$ cat config.mk
export PLATFORM = sky130hd
export DESIGN_NAME = pcm_port6
export DESIGN_NICKNAME = d
export VERILOG_FILES = /design/src/hdl/pcm_pkg.sv /design/src/hdl/pcm_sync.sv /design/src/hdl/pcm_port6.sv
export VERILOG_INCLUDE_DIRS = /design/src /design/src/hdl
export SDC_FILE = /design/constraint.sdc
export NUM_CORES = 1
export LEC_CHECK = 0
export ABC_AREA = 1
export BUFFER_PORTS_ARGS = -buffer_cell sky130_fd_sc_hd__buf_2
export CORE_UTILIZATION = 44
export CTS_CLUSTER_SIZE = 8
export DETAILED_ROUTE_END_ITERATION = 10
export GPL_ROUTABILITY_DRIVEN = 0
export GPL_TIMING_DRIVEN = 0
export PLACE_DENSITY = 0.71
export SYNTH_ARGS = -nofsm -noshare
export SYNTH_HDL_FRONTEND = slang
export SYNTH_SLANG_ARGS = --single-unit
$ cat constraint.sdc
create_clock -name mclk -period 1.4 [get_ports mclk]
set_input_delay 0.28 -clock mclk [delete_from_list [all_inputs] [get_ports mclk]]
set_output_delay 0.28 -clock mclk [all_outputs]
set_load 0.1 [all_outputs]
$ cat src/hdl/pcm_regs.svh
// register offsets, field positions, reset values for the port 6 block
// assumes a 32-bit apb slave with word-aligned registers
`ifndef PCM_REGS_SVH
`define PCM_REGS_SVH
`define PCM_OFF_LATCH     12'h000
`define PCM_OFF_DIR       12'h004
`define PCM_OFF_CTRL      12'h008
`define PCM_OFF_WAITEN    12'h00c
`define PCM_RST_LATCH     8'h80
`define PCM_RST_DIR       8'h80
`define PCM_RST_CTRL      8'h00
`define PCM_RST_WAITEN    8'hff
`define PCM_CTRL_REL_EN   0
`define PCM_CTRL_WMS      1
`define PCM_CTRL_MODE_LSB 4
`define PCM_MODE_SINGLE   3'h7
`endif

$ cat src/hdl/pcm_pkg.sv
// types shared by the port 6 block
// used with pcm_regs.svh
package pcm_pkg;
	typedef struct packed {
		logic low_byte_write_strobe_n;
		logic high_byte_write_strobe_n;
		logic rd_n;
		logic address_strobe_n;
		logic back_n;
	} pcm_bus_ctl_s;
	typedef struct packed {
		logic [6:0] o;
		logic [6:0] oe;
	} pcm_pin_drive_s;
endpackage

$ cat src/hdl/pcm_sync.sv
// three-stage pin synchroniser, a change taken when stages two and three agree
// assumes mclk domain, synchronous active-low reset
`timescale 1ns/1ps
module pcm_sync (
	input  wire logic       mclk,
	input  wire logic       rst_n,
	input  wire logic [6:0] pin_in,
	output logic      [6:0] pin_q
);
	logic [6:0] s1_reg;
	logic [6:0] s2_reg;
	logic [6:0] s3_reg;

	always_ff @(posedge mclk) begin
		if (!rst_n) begin
			s1_reg <= 7'h00;
			s2_reg <= 7'h00;
			s3_reg <= 7'h00;
		end else begin
			s1_reg <= pin_in;
			s2_reg <= s1_reg;
			s3_reg <= s2_reg;
		end
	end

	genvar i;
	generate
		for (i = 0; i < 7; i++) begin : g_agree
			always_ff @(posedge mclk) begin
				if (!rst_n)
					pin_q[i] <= 1'b0;
				else if (s2_reg[i] == s3_reg[i])
					pin_q[i] <= s3_reg[i];
			end
		end
	endgenerate
endmodule

$ cat src/hdl/pcm_port6.sv
// port 6 general i/o with bus control pin sharing, apb register slave
// assumes mclk 20 mhz, synchronous active-low reset, bus strobes from a bus controller
`timescale 1ns/1ps
`include "pcm_regs.svh"
module pcm_port6 (
	input  wire logic                   mclk,
	input  wire logic                   rst_n,
	input  wire logic                   hw_standby,
	input  wire logic                   sw_standby,
	input  wire logic                   psel,
	input  wire logic                   penable,
	input  wire logic                   pwrite,
	input  wire logic [11:0]            paddr,
	input  wire logic [31:0]            pwdata,
	output logic      [31:0]            prdata,
	output logic                        pready,
	output logic                        pslverr,
	input  wire pcm_pkg::pcm_bus_ctl_s  bus_ctl,
	input  wire logic [6:0]             pin_i,
	output logic      [6:0]             pin_o,
	output logic      [6:0]             pin_oe,
	output logic                        bus_release_request,
	output logic                        wait_input_n
);
	logic [7:0]             port_output_latch_reg;
	logic [7:0]             port_direction_bits_reg;
	logic [7:0]             bus_release_control_reg;
	logic [7:0]             per_area_wait_enables_reg;
	logic [6:0]             pin_sync;
	logic [2:0]             mode;
	logic                   expanded;
	logic                   gpio2_1;
	logic                   gpio0;
	logic [6:0]             is_gpio;
	logic [7:0]             latch_rd;
	logic [7:0]             rd_sel;
	logic                   wr_en;
	logic                   acc;
	pcm_pkg::pcm_pin_drive_s drive;

	function automatic logic hit(input logic [11:0] a, input logic [11:0] off);
		hit = (a == off);
	endfunction

	pcm_sync u_sync (
		.mclk   (mclk),
		.rst_n  (rst_n),
		.pin_in (pin_i),
		.pin_q  (pin_sync)
	);

	assign acc      = psel && penable;
	assign wr_en    = acc && pwrite && !sw_standby && !hw_standby;
	assign pready   = 1'b1;
	assign pslverr  = acc && !(hit(paddr, `PCM_OFF_LATCH) || hit(paddr, `PCM_OFF_DIR)
	                  || hit(paddr, `PCM_OFF_CTRL) || hit(paddr, `PCM_OFF_WAITEN));

	// latch register
	always_ff @(posedge mclk) begin
		if (!rst_n || hw_standby)
			port_output_latch_reg <= `PCM_RST_LATCH;
		else if (wr_en && hit(paddr, `PCM_OFF_LATCH))
			port_output_latch_reg <= {1'b1, pwdata[6:0]};
	end

	// direction register
	always_ff @(posedge mclk) begin
		if (!rst_n || hw_standby)
			port_direction_bits_reg <= `PCM_RST_DIR;
		else if (wr_en && hit(paddr, `PCM_OFF_DIR))
			port_direction_bits_reg <= {1'b1, pwdata[6:0]};
	end

	// control registers
	always_ff @(posedge mclk) begin
		if (!rst_n || hw_standby) begin
			bus_release_control_reg   <= `PCM_RST_CTRL;
			per_area_wait_enables_reg <= `PCM_RST_WAITEN;
		end else if (wr_en && hit(paddr, `PCM_OFF_CTRL)) begin
			bus_release_control_reg   <= pwdata[7:0];
		end else if (wr_en && hit(paddr, `PCM_OFF_WAITEN)) begin
			per_area_wait_enables_reg <= pwdata[7:0];
		end
	end

	// pin function selection
	assign mode     = bus_release_control_reg[`PCM_CTRL_MODE_LSB +: 3];
	assign expanded = (mode != `PCM_MODE_SINGLE) && (mode != 3'h0);
	assign gpio2_1  = !expanded || !bus_release_control_reg[`PCM_CTRL_REL_EN];
	assign gpio0    = !expanded || ((&per_area_wait_enables_reg)
	                  && !bus_release_control_reg[`PCM_CTRL_WMS]);
	assign is_gpio  = {{4{!expanded}}, gpio2_1, gpio2_1, gpio0};

	genvar i;
	generate
		for (i = 0; i < 7; i++) begin : g_rd
			assign latch_rd[i] = port_direction_bits_reg[i] ? port_output_latch_reg[i]
			                   : pin_sync[i];
		end
	endgenerate
	assign latch_rd[7] = 1'b1;

	// pin drive, registered
	always_comb begin
		drive.o  = port_output_latch_reg[6:0];
		drive.oe = port_direction_bits_reg[6:0] & is_gpio;
		if (expanded) begin
			drive.o[6:3]  = {bus_ctl.low_byte_write_strobe_n,
			                 bus_ctl.high_byte_write_strobe_n,
			                 bus_ctl.rd_n, bus_ctl.address_strobe_n};
			drive.oe[6:3] = 4'hf;
			if (!gpio2_1) begin
				drive.o[2]  = bus_ctl.back_n;
				drive.oe[2] = 1'b1;
				drive.oe[1] = 1'b0;
			end
			if (!gpio0)
				drive.oe[0] = 1'b0;
		end
	end

	always_ff @(posedge mclk) begin
		if (!rst_n) begin
			pin_o  <= 7'h00;
			pin_oe <= 7'h00;
		end else begin
			pin_o  <= drive.o;
			pin_oe <= drive.oe;
		end
	end

	always_ff @(posedge mclk) begin
		if (!rst_n) begin
			bus_release_request <= 1'b0;
			wait_input_n        <= 1'b1;
		end else begin
			bus_release_request <= !gpio2_1 && !pin_sync[1];
			wait_input_n        <= gpio0 || pin_sync[0];
		end
	end

	// read select
	always_comb begin
		rd_sel = 8'h00;
		if (hit(paddr, `PCM_OFF_LATCH))
			rd_sel = latch_rd;
		else if (hit(paddr, `PCM_OFF_DIR))
			rd_sel = 8'hff;
		else if (hit(paddr, `PCM_OFF_CTRL))
			rd_sel = bus_release_control_reg;
		else if (hit(paddr, `PCM_OFF_WAITEN))
			rd_sel = per_area_wait_enables_reg;
	end

	// read data taken in the setup cycle, stands through the access phase
	always_ff @(posedge mclk) begin
		if (!rst_n)
			prdata <= 32'h0000_0000;
		else if (psel && !penable && !pwrite)
			prdata <= {24'h00_0000, rd_sel};
		else
			prdata <= 32'h0000_0000;
	end

	latch_bit7_a: assert property (@(posedge mclk) disable iff (!rst_n)
		port_output_latch_reg[7]) else $error("latch bit 7 not one");
	latch_reset_a: assert property (@(posedge mclk)
		!rst_n |=> port_output_latch_reg == 8'h80) else $error("latch reset wrong");
	hw_standby_a: assert property (@(posedge mclk) disable iff (!rst_n)
		hw_standby |=> port_direction_bits_reg == 8'h80) else $error("dir not reset");
	sw_keep_a: assert property (@(posedge mclk) disable iff (!rst_n)
		sw_standby && !hw_standby |=> $stable(port_output_latch_reg))
		else $error("latch changed in sw standby");
	latch_write_a: assert property (@(posedge mclk) disable iff (!rst_n)
		wr_en && paddr == `PCM_OFF_LATCH && !hw_standby
		|=> port_output_latch_reg[6:0] == $past(pwdata[6:0])) else $error("write lost");
	strobe_drive_a: assert property (@(posedge mclk) disable iff (!rst_n)
		expanded |=> pin_oe[6:3] == 4'hf) else $error("strobes not driven");
	strobe_value_a: assert property (@(posedge mclk) disable iff (!rst_n)
		expanded |=> pin_o[6:3] == $past(bus_ctl[4:1]))
		else $error("strobe levels wrong");
	dir_read_a: assert property (@(posedge mclk) disable iff (!rst_n)
		acc && !pwrite && paddr == `PCM_OFF_DIR |-> prdata[7:0] == 8'hff)
		else $error("dir read not ones");
	stored_read_a: assert property (@(posedge mclk) disable iff (!rst_n)
		acc && !pwrite && paddr == `PCM_OFF_LATCH && $past(port_direction_bits_reg[0])
		|-> prdata[0] == $past(port_output_latch_reg[0])) else $error("stored read wrong");
	pin_read_a: assert property (@(posedge mclk) disable iff (!rst_n)
		acc && !pwrite && paddr == `PCM_OFF_LATCH && !$past(port_direction_bits_reg[1])
		|-> prdata[1] == $past(pin_sync[1])) else $error("pin read wrong");
	read_bit7_a: assert property (@(posedge mclk) disable iff (!rst_n)
		acc && !pwrite && paddr == `PCM_OFF_LATCH |-> prdata[7])
		else $error("latch read bit 7 not one");
	release_pins_a: assert property (@(posedge mclk) disable iff (!rst_n)
		!gpio2_1 |=> pin_oe[2] && !pin_oe[1]) else $error("release pins wrong");
	release_req_a: assert property (@(posedge mclk) disable iff (!rst_n)
		!gpio2_1 |=> bus_release_request == !$past(pin_sync[1]))
		else $error("release request wrong");
	wait_pin_a: assert property (@(posedge mclk) disable iff (!rst_n)
		!gpio0 |=> !pin_oe[0]) else $error("wait pin driven");
	wait_follow_a: assert property (@(posedge mclk) disable iff (!rst_n)
		!gpio0 |=> wait_input_n == $past(pin_sync[0])) else $error("wait input wrong");
	gpio_out_a: assert property (@(posedge mclk) disable iff (!rst_n)
		!expanded ##1 !expanded |-> pin_oe == $past(port_direction_bits_reg[6:0])
		&& pin_o == $past(port_output_latch_reg[6:0])) else $error("gpio drive wrong");

	release_c: cover property (@(posedge mclk) !gpio2_1 && bus_release_request);
	wait_c: cover property (@(posedge mclk) !gpio0 && !wait_input_n);
	latch_wr_c: cover property (@(posedge mclk) wr_en && paddr == `PCM_OFF_LATCH);
	expanded_c: cover property (@(posedge mclk) expanded && pin_oe == 7'h7c);
	standby_c: cover property (@(posedge mclk) sw_standby && acc && pwrite);
endmodule

Yosys cells after proc, flatten, opt, wreduce, memory -nomap -nowiden

Cells that the tools add are included.
Widths: inputs -> output; s select.

Equal/unequal tests: 11
Reduce and logical (&&, ||, !) cells: 37
Muxes and demuxes: 16
Bitwise gates (word level): 2

Operator list:

| cell                | number |
|---|---|
| $mux 8              | 4 |
| $eq 12x4->1 const B | 2 |
| $logic_and 1x1->1   | 14 |
| $eq 12x3->1 const B | 1 |
| $logic_not 12->1    | 1 |
| $logic_not 1->1     | 11 |
| $mux 1              | 9 |
| $reduce_and 8->1    | 1 |
| $and 7x7->7         | 1 |
| $eq 1x1->1          | 7 |
| $logic_or 1x1->1    | 7 |
| $mux 7              | 1 |
| $mux 5              | 1 |
| $reduce_and 2->1    | 2 |
| $ne 3x3->1 const B  | 1 |
| $reduce_bool 3->1   | 1 |
| $mux 2              | 1 |
| $not 1->1           | 1 |

Register bits after elaboration: 106
Output and inout port bits: 50
Input bits: 63
Word-level logic and storage cells: 86

Depth between registers and ports, before layout

Word-level depth: 7
Gate-level depth with buffers: 9
Depth with buffers taken out: 8

Modules after synthesis

Synthesis repeated with hierarchy kept, for this count alone.

Cell total of the unflattened synthesis: 480
Area total of the unflattened synthesis: 3423.3 µm²

Modules (own cells, without submodules):

| module    | area each (µm²) | sequential area each (µm²) | cells each | times used |
|---|---|---|---|---|
| pcm_port6 | 2571.2          | 1081.0                     | 386        | 1 |
| pcm_sync  | 852.1           | 560.5                      | 94         | 1 |

Worst setup path before layout

OpenSTA, ideal clock, no wires.

Kind: input to output
Start point: input paddr[0]
End point: output pslverr
Setup slack: -1.004 ns
Arrival: 2.124 ns
Buffers on the path: 0
Data required time: 1.120 ns
Stages on the path: 6
Cell sequence: inv_1 nand2_1 nor2_1 o21ai_2 nand3_1 nor2_1

Cells in the longest elaborated chain, start to end: 6
Elaborated cells on any way between the ends: 9
Classes of those cells: eq/ne: 3; reduce/logical: 6

Ends and longest elaborated chain:

| item                                            | RTL line        | RTL |
|---|---|---|
| start: declaration                              | pcm_port6.sv:13 | `input wire logic [11:0] paddr,` |
| $eq 12x3->1 or $logic_not 12->1 (tied branches) | pcm_port6.sv:42 | `hit = (a == off);` |
| $logic_or 1x1->1 (2 in a row)                   | pcm_port6.sv:55 | `` assign pslverr = acc && !(hit(paddr, `PCM_OFF_LATCH) \|\| hit(paddr, `PCM_OFF_DIR) `` |
| $logic_or 1x1->1 *                              | pcm_port6.sv:55 |  |
| $logic_not 1->1 *                               | pcm_port6.sv:55 |  |
| $logic_and 1x1->1 *                             | pcm_port6.sv:55 |  |
| end: declaration                                | pcm_port6.sv:17 | `output logic pslverr,` |

Every way passes the cells marked *; elsewhere a longest branch is shown, timed or not.

Final worst setup path

Start point: input paddr[9]
End point: output pslverr

The elaborated chain is that of the path after synthesis.

==> key figures <==
Die
  • # IOs: 113
  • Die Y: 91.6 µm
  • Die span in x: 91.6 µm
  • Die area: 0.00839 mm²
  • Row cnt: 32
  • Core Area: 0.00773 mm²
  • Initial Utilization: 0.457

Setup path
  • CP required: 1.12 ns
  • Largest delay share family, worst path: simple AND/OR/NAND/NOR gates
  • Buf+Inv Stages, Crit Path: 2
  • CP endpoint kind: primary output
  • Slowest stage delay, CP: 0.16 ns
  • Type of the worst setup path: in2out
  • Slowest-stage cell, CP: buf_12
  • Crit start category: primary input
  • Critical-path cell list: buf_2 -> nor2_2 -> nand2_2 -> nor2_4 -> o21ai_4 -> nand3_2 -> nor2_4 -> buf_12
  • Arr. time, crit path: 1.14 ns
  • CP Max Fanout: 2
  • CP dominant cell by count: nor2_4

Global routing
  • First-pass GRT wire length: 13700 µm
  • Total congestion overflow: 0
  • Largest net degree at the start of global routing: 15
  • Number of global-route vias before repair: 3079
  • Gr usage total: 0.211
  • Initial antenna violation count: 0

Power
  • Switch Pwr: 1.36 mW
  • Combinational fraction of design power: 0.128
  • Flop pwr share: 0.480
  • Cell area power density: 1080 mW/mm²
  • Clock share of power: 0.393
  • Sw Ratio: 0.276
  • Max VDD drop: 0.000730 V
  • P_int: 3.57 mW
  • Lkg Pwr: 2.56 nW

Logic synthesis
  • Unique cell type count in the Yosys netlist: 22
  • Post-Syn Area: 0.00353 mm²
  • Sequential share of the synthesized area: 0.465
  • Synth area leader: dfxtp_1
  • Mapped Cells: 503
  • Register bit count reported by yosys: 82
  • Mean Syn Cell Area: 7.02 µm²
  • Synth top area share: 0.465
  • Synth top area cells: dfxtp_1 46%, nand2_1 13%, inv_1 9.8%
  • Yosys warns: 0

Clocking
  • Worst-skew pair later-pin latency: 0.36 ns
  • H-tree depth: 3
  • Clock Path Buffers: 2
  • Reg clk slew, reported paths: 0.08 ns
  • Cts bufs inserted: 9
  • Clk root buf: clkbuf_8
  • Clk sinks: 82
  • CTS tree: done
  • Hold_buf cts: 0

Drt
  • Post-Route WL: 8350 µm
  • Drt pass-1 iters: 5
  • Initial drt markers: 133
  • WL/cell: 11.6 µm
  • Routed vias: 3252
  • Post-route ant nets: 0
  • DRC errors left: 0
  • Vias/cell: 4.54

Final layout
  • Ant. Diodes: 0
  • Fillers: 720
  • Final instance area: 0.00459 mm²
  • Layout cells sized above 1: 0.257
  • Finished Layout Cells: 717
  • # nets final: 673
  • Area Growth Syn to Fin: 29.9%

Timing
  • Final hold viol count: 0
  • Minimum clock period: 1.42 ns
  • Final Skew: 0.00572 ns
  • Finish-stage setup viols: 1
  • Worst-margin pin slew: 0.564 ns
  • Worst Slack Setup Final: -0.0241 ns
  • RSZ-0062 raised after global routing: true
  • Slew Viols, Final: 0
  • Crit share post-route: 1.02
  • Highest attainable clock frequency: 0.702 GHz
  • Rel. slew slack: 0.622

Worst hold path
  • Hold Crit Class: in2reg

Flow run
  • Number of max-cap violations: 0

Placement
  • Placed inst area: 0.00415 mm²
  • Port bufs: 63
  • HPWL Detailed: 5980 µm
  • Placed Cells: 691

Outcome
  • Status: finished, violations left
  • Failing checks: setup timing
## cell usage in the layout, fill, tap and decap left out, types with 2 or more instances in the layout
master	instances
a21oi_1	18
buf_12	2
buf_2	57
buf_4	40
buf_6	4
bufinv_16	2
clkbuf_1	4
clkbuf_4	6
clkbuf_8	10
clkinv_4	2
conb_1	25
dfxtp_1	82
inv_1	87
inv_2	2
inv_6	2
nand2_1	114
nand2_2	4
nand2_4	3
nand3_1	44
nand3_2	4
nand4_1	11
nor2_1	50
nor2_2	2
nor2_4	8
nor3_1	3
o21ai_0	18
## repair_timing
item                       4_1_cts  5_1_grt
pin swaps                        8       12
setup endpoints to repair        4       13
gates resized for setup         23       22
setup buffers                    7        4
hold endpoints to repair         0        0
## synthesized netlist by cell type (all sizes together)
master	n
nand4	11
buf	36
nand2	122
o21ai	19
clkinv	1
inv	93
conb	2
dfxtp	82
nand3	49
nor3	5
a21oi	18
clkbuf	5
nor2	60
## layout make-up
| type | instances | area, µm² | share of cell area |
|---|---|---|---|
| sequential | 82 | 1640 | 0.358 |
| multi-input combinational | 309 | 1480 | 0.322 |
| timing repair buffer | 74 | 473 | 0.103 |
| inverter | 94 | 378 | 0.0824 |
| buffer | 40 | 263 | 0.0573 |
| clock buffer | 10 | 138 | 0.0300 |
| tap | 102 | 128 | 0.0278 |
| clock inverter | 6 | 90.1 | 0.0196 |
## metrics by stage
step	util	hold slack (ns)	worst slack, ns	TNS, ns	total power, mW
2_1_floorplan	-	0.378	-0.149	-0.149	2.89
3_3_place_gp	0.536	0.393	-0.501	-6.24	2.99
3_5_place_dp	0.536	0.395	-0.515	-7.15	3.00
4_1_cts	0.582	0.0817	-0.0281	-0.0281	4.94
5_1_grt	0.593	0.0970	-0.0635	-0.0839	5.08
6_report	0.593	0.0997	-0.0241	-0.0241	4.93
## power groups by stage
stage | Clock [mW] | Sequential, mW | Combinational, mW
global route | 2.05 | 2.37 | 0.663
finish | 1.94 | 2.36 | 0.629
floorplan | 0 | 2.42 | 0.474
CTS | 1.96 | 2.36 | 0.607
detailed placement | 0 | 2.42 | 0.581
global placement | 0 | 2.42 | 0.576
## cell families (layout without fill, tap and decap cells)
logic type             count (synthesis)  count (layout)  share of synthesized area
flip-flops                            82              82                      0.465
buffers and inverters                135             224                      0.175
other                                  2              25                    0.00213
AO/OA/AOI/OAI                         37              37                     0.0535
AND/OR/NAND/NOR                      247             247                      0.305
## worst reg2reg max path, cell delays in order (launching register included)
cell	delay, ns
dfxtp_1	0.33
inv_1	0.07
nand3_1	0.07
nand2_1	0.16
clkbuf_2	0.28
o21ai_0	0.10
a21oi_1	0.14
## final timing paths
check	end	cells after the start	from	slack [ns]
max	pslverr	8	paddr[9]	-0.02
min	u_sync.s1_reg[4]$_SDFF_PN0_	3	pin_i[4]	0.1
max reg2reg	pin_o[4]$_SDFF_PN0_	6	bus_release_control_reg[6]$_SDFFE_PP0P_	0.15
min reg2reg	u_sync.s2_reg[5]$_SDFF_PN0_	2	u_sync.s1_reg[5]$_SDFF_PN0_	0.41
## routing by layer
metal  share of wire  routed length [µm]  up-vias  global-route usage
li1                -                   -     1685                   -
met1            0.42                3470     1441               0.239
met2            0.50                4180      106               0.372
met3           0.056                 471       20              0.0360
met4           0.027                 229        0               0.115
met5               0                   0        -                   0
No activity file was read; power rests on OpenSTA's default activity.
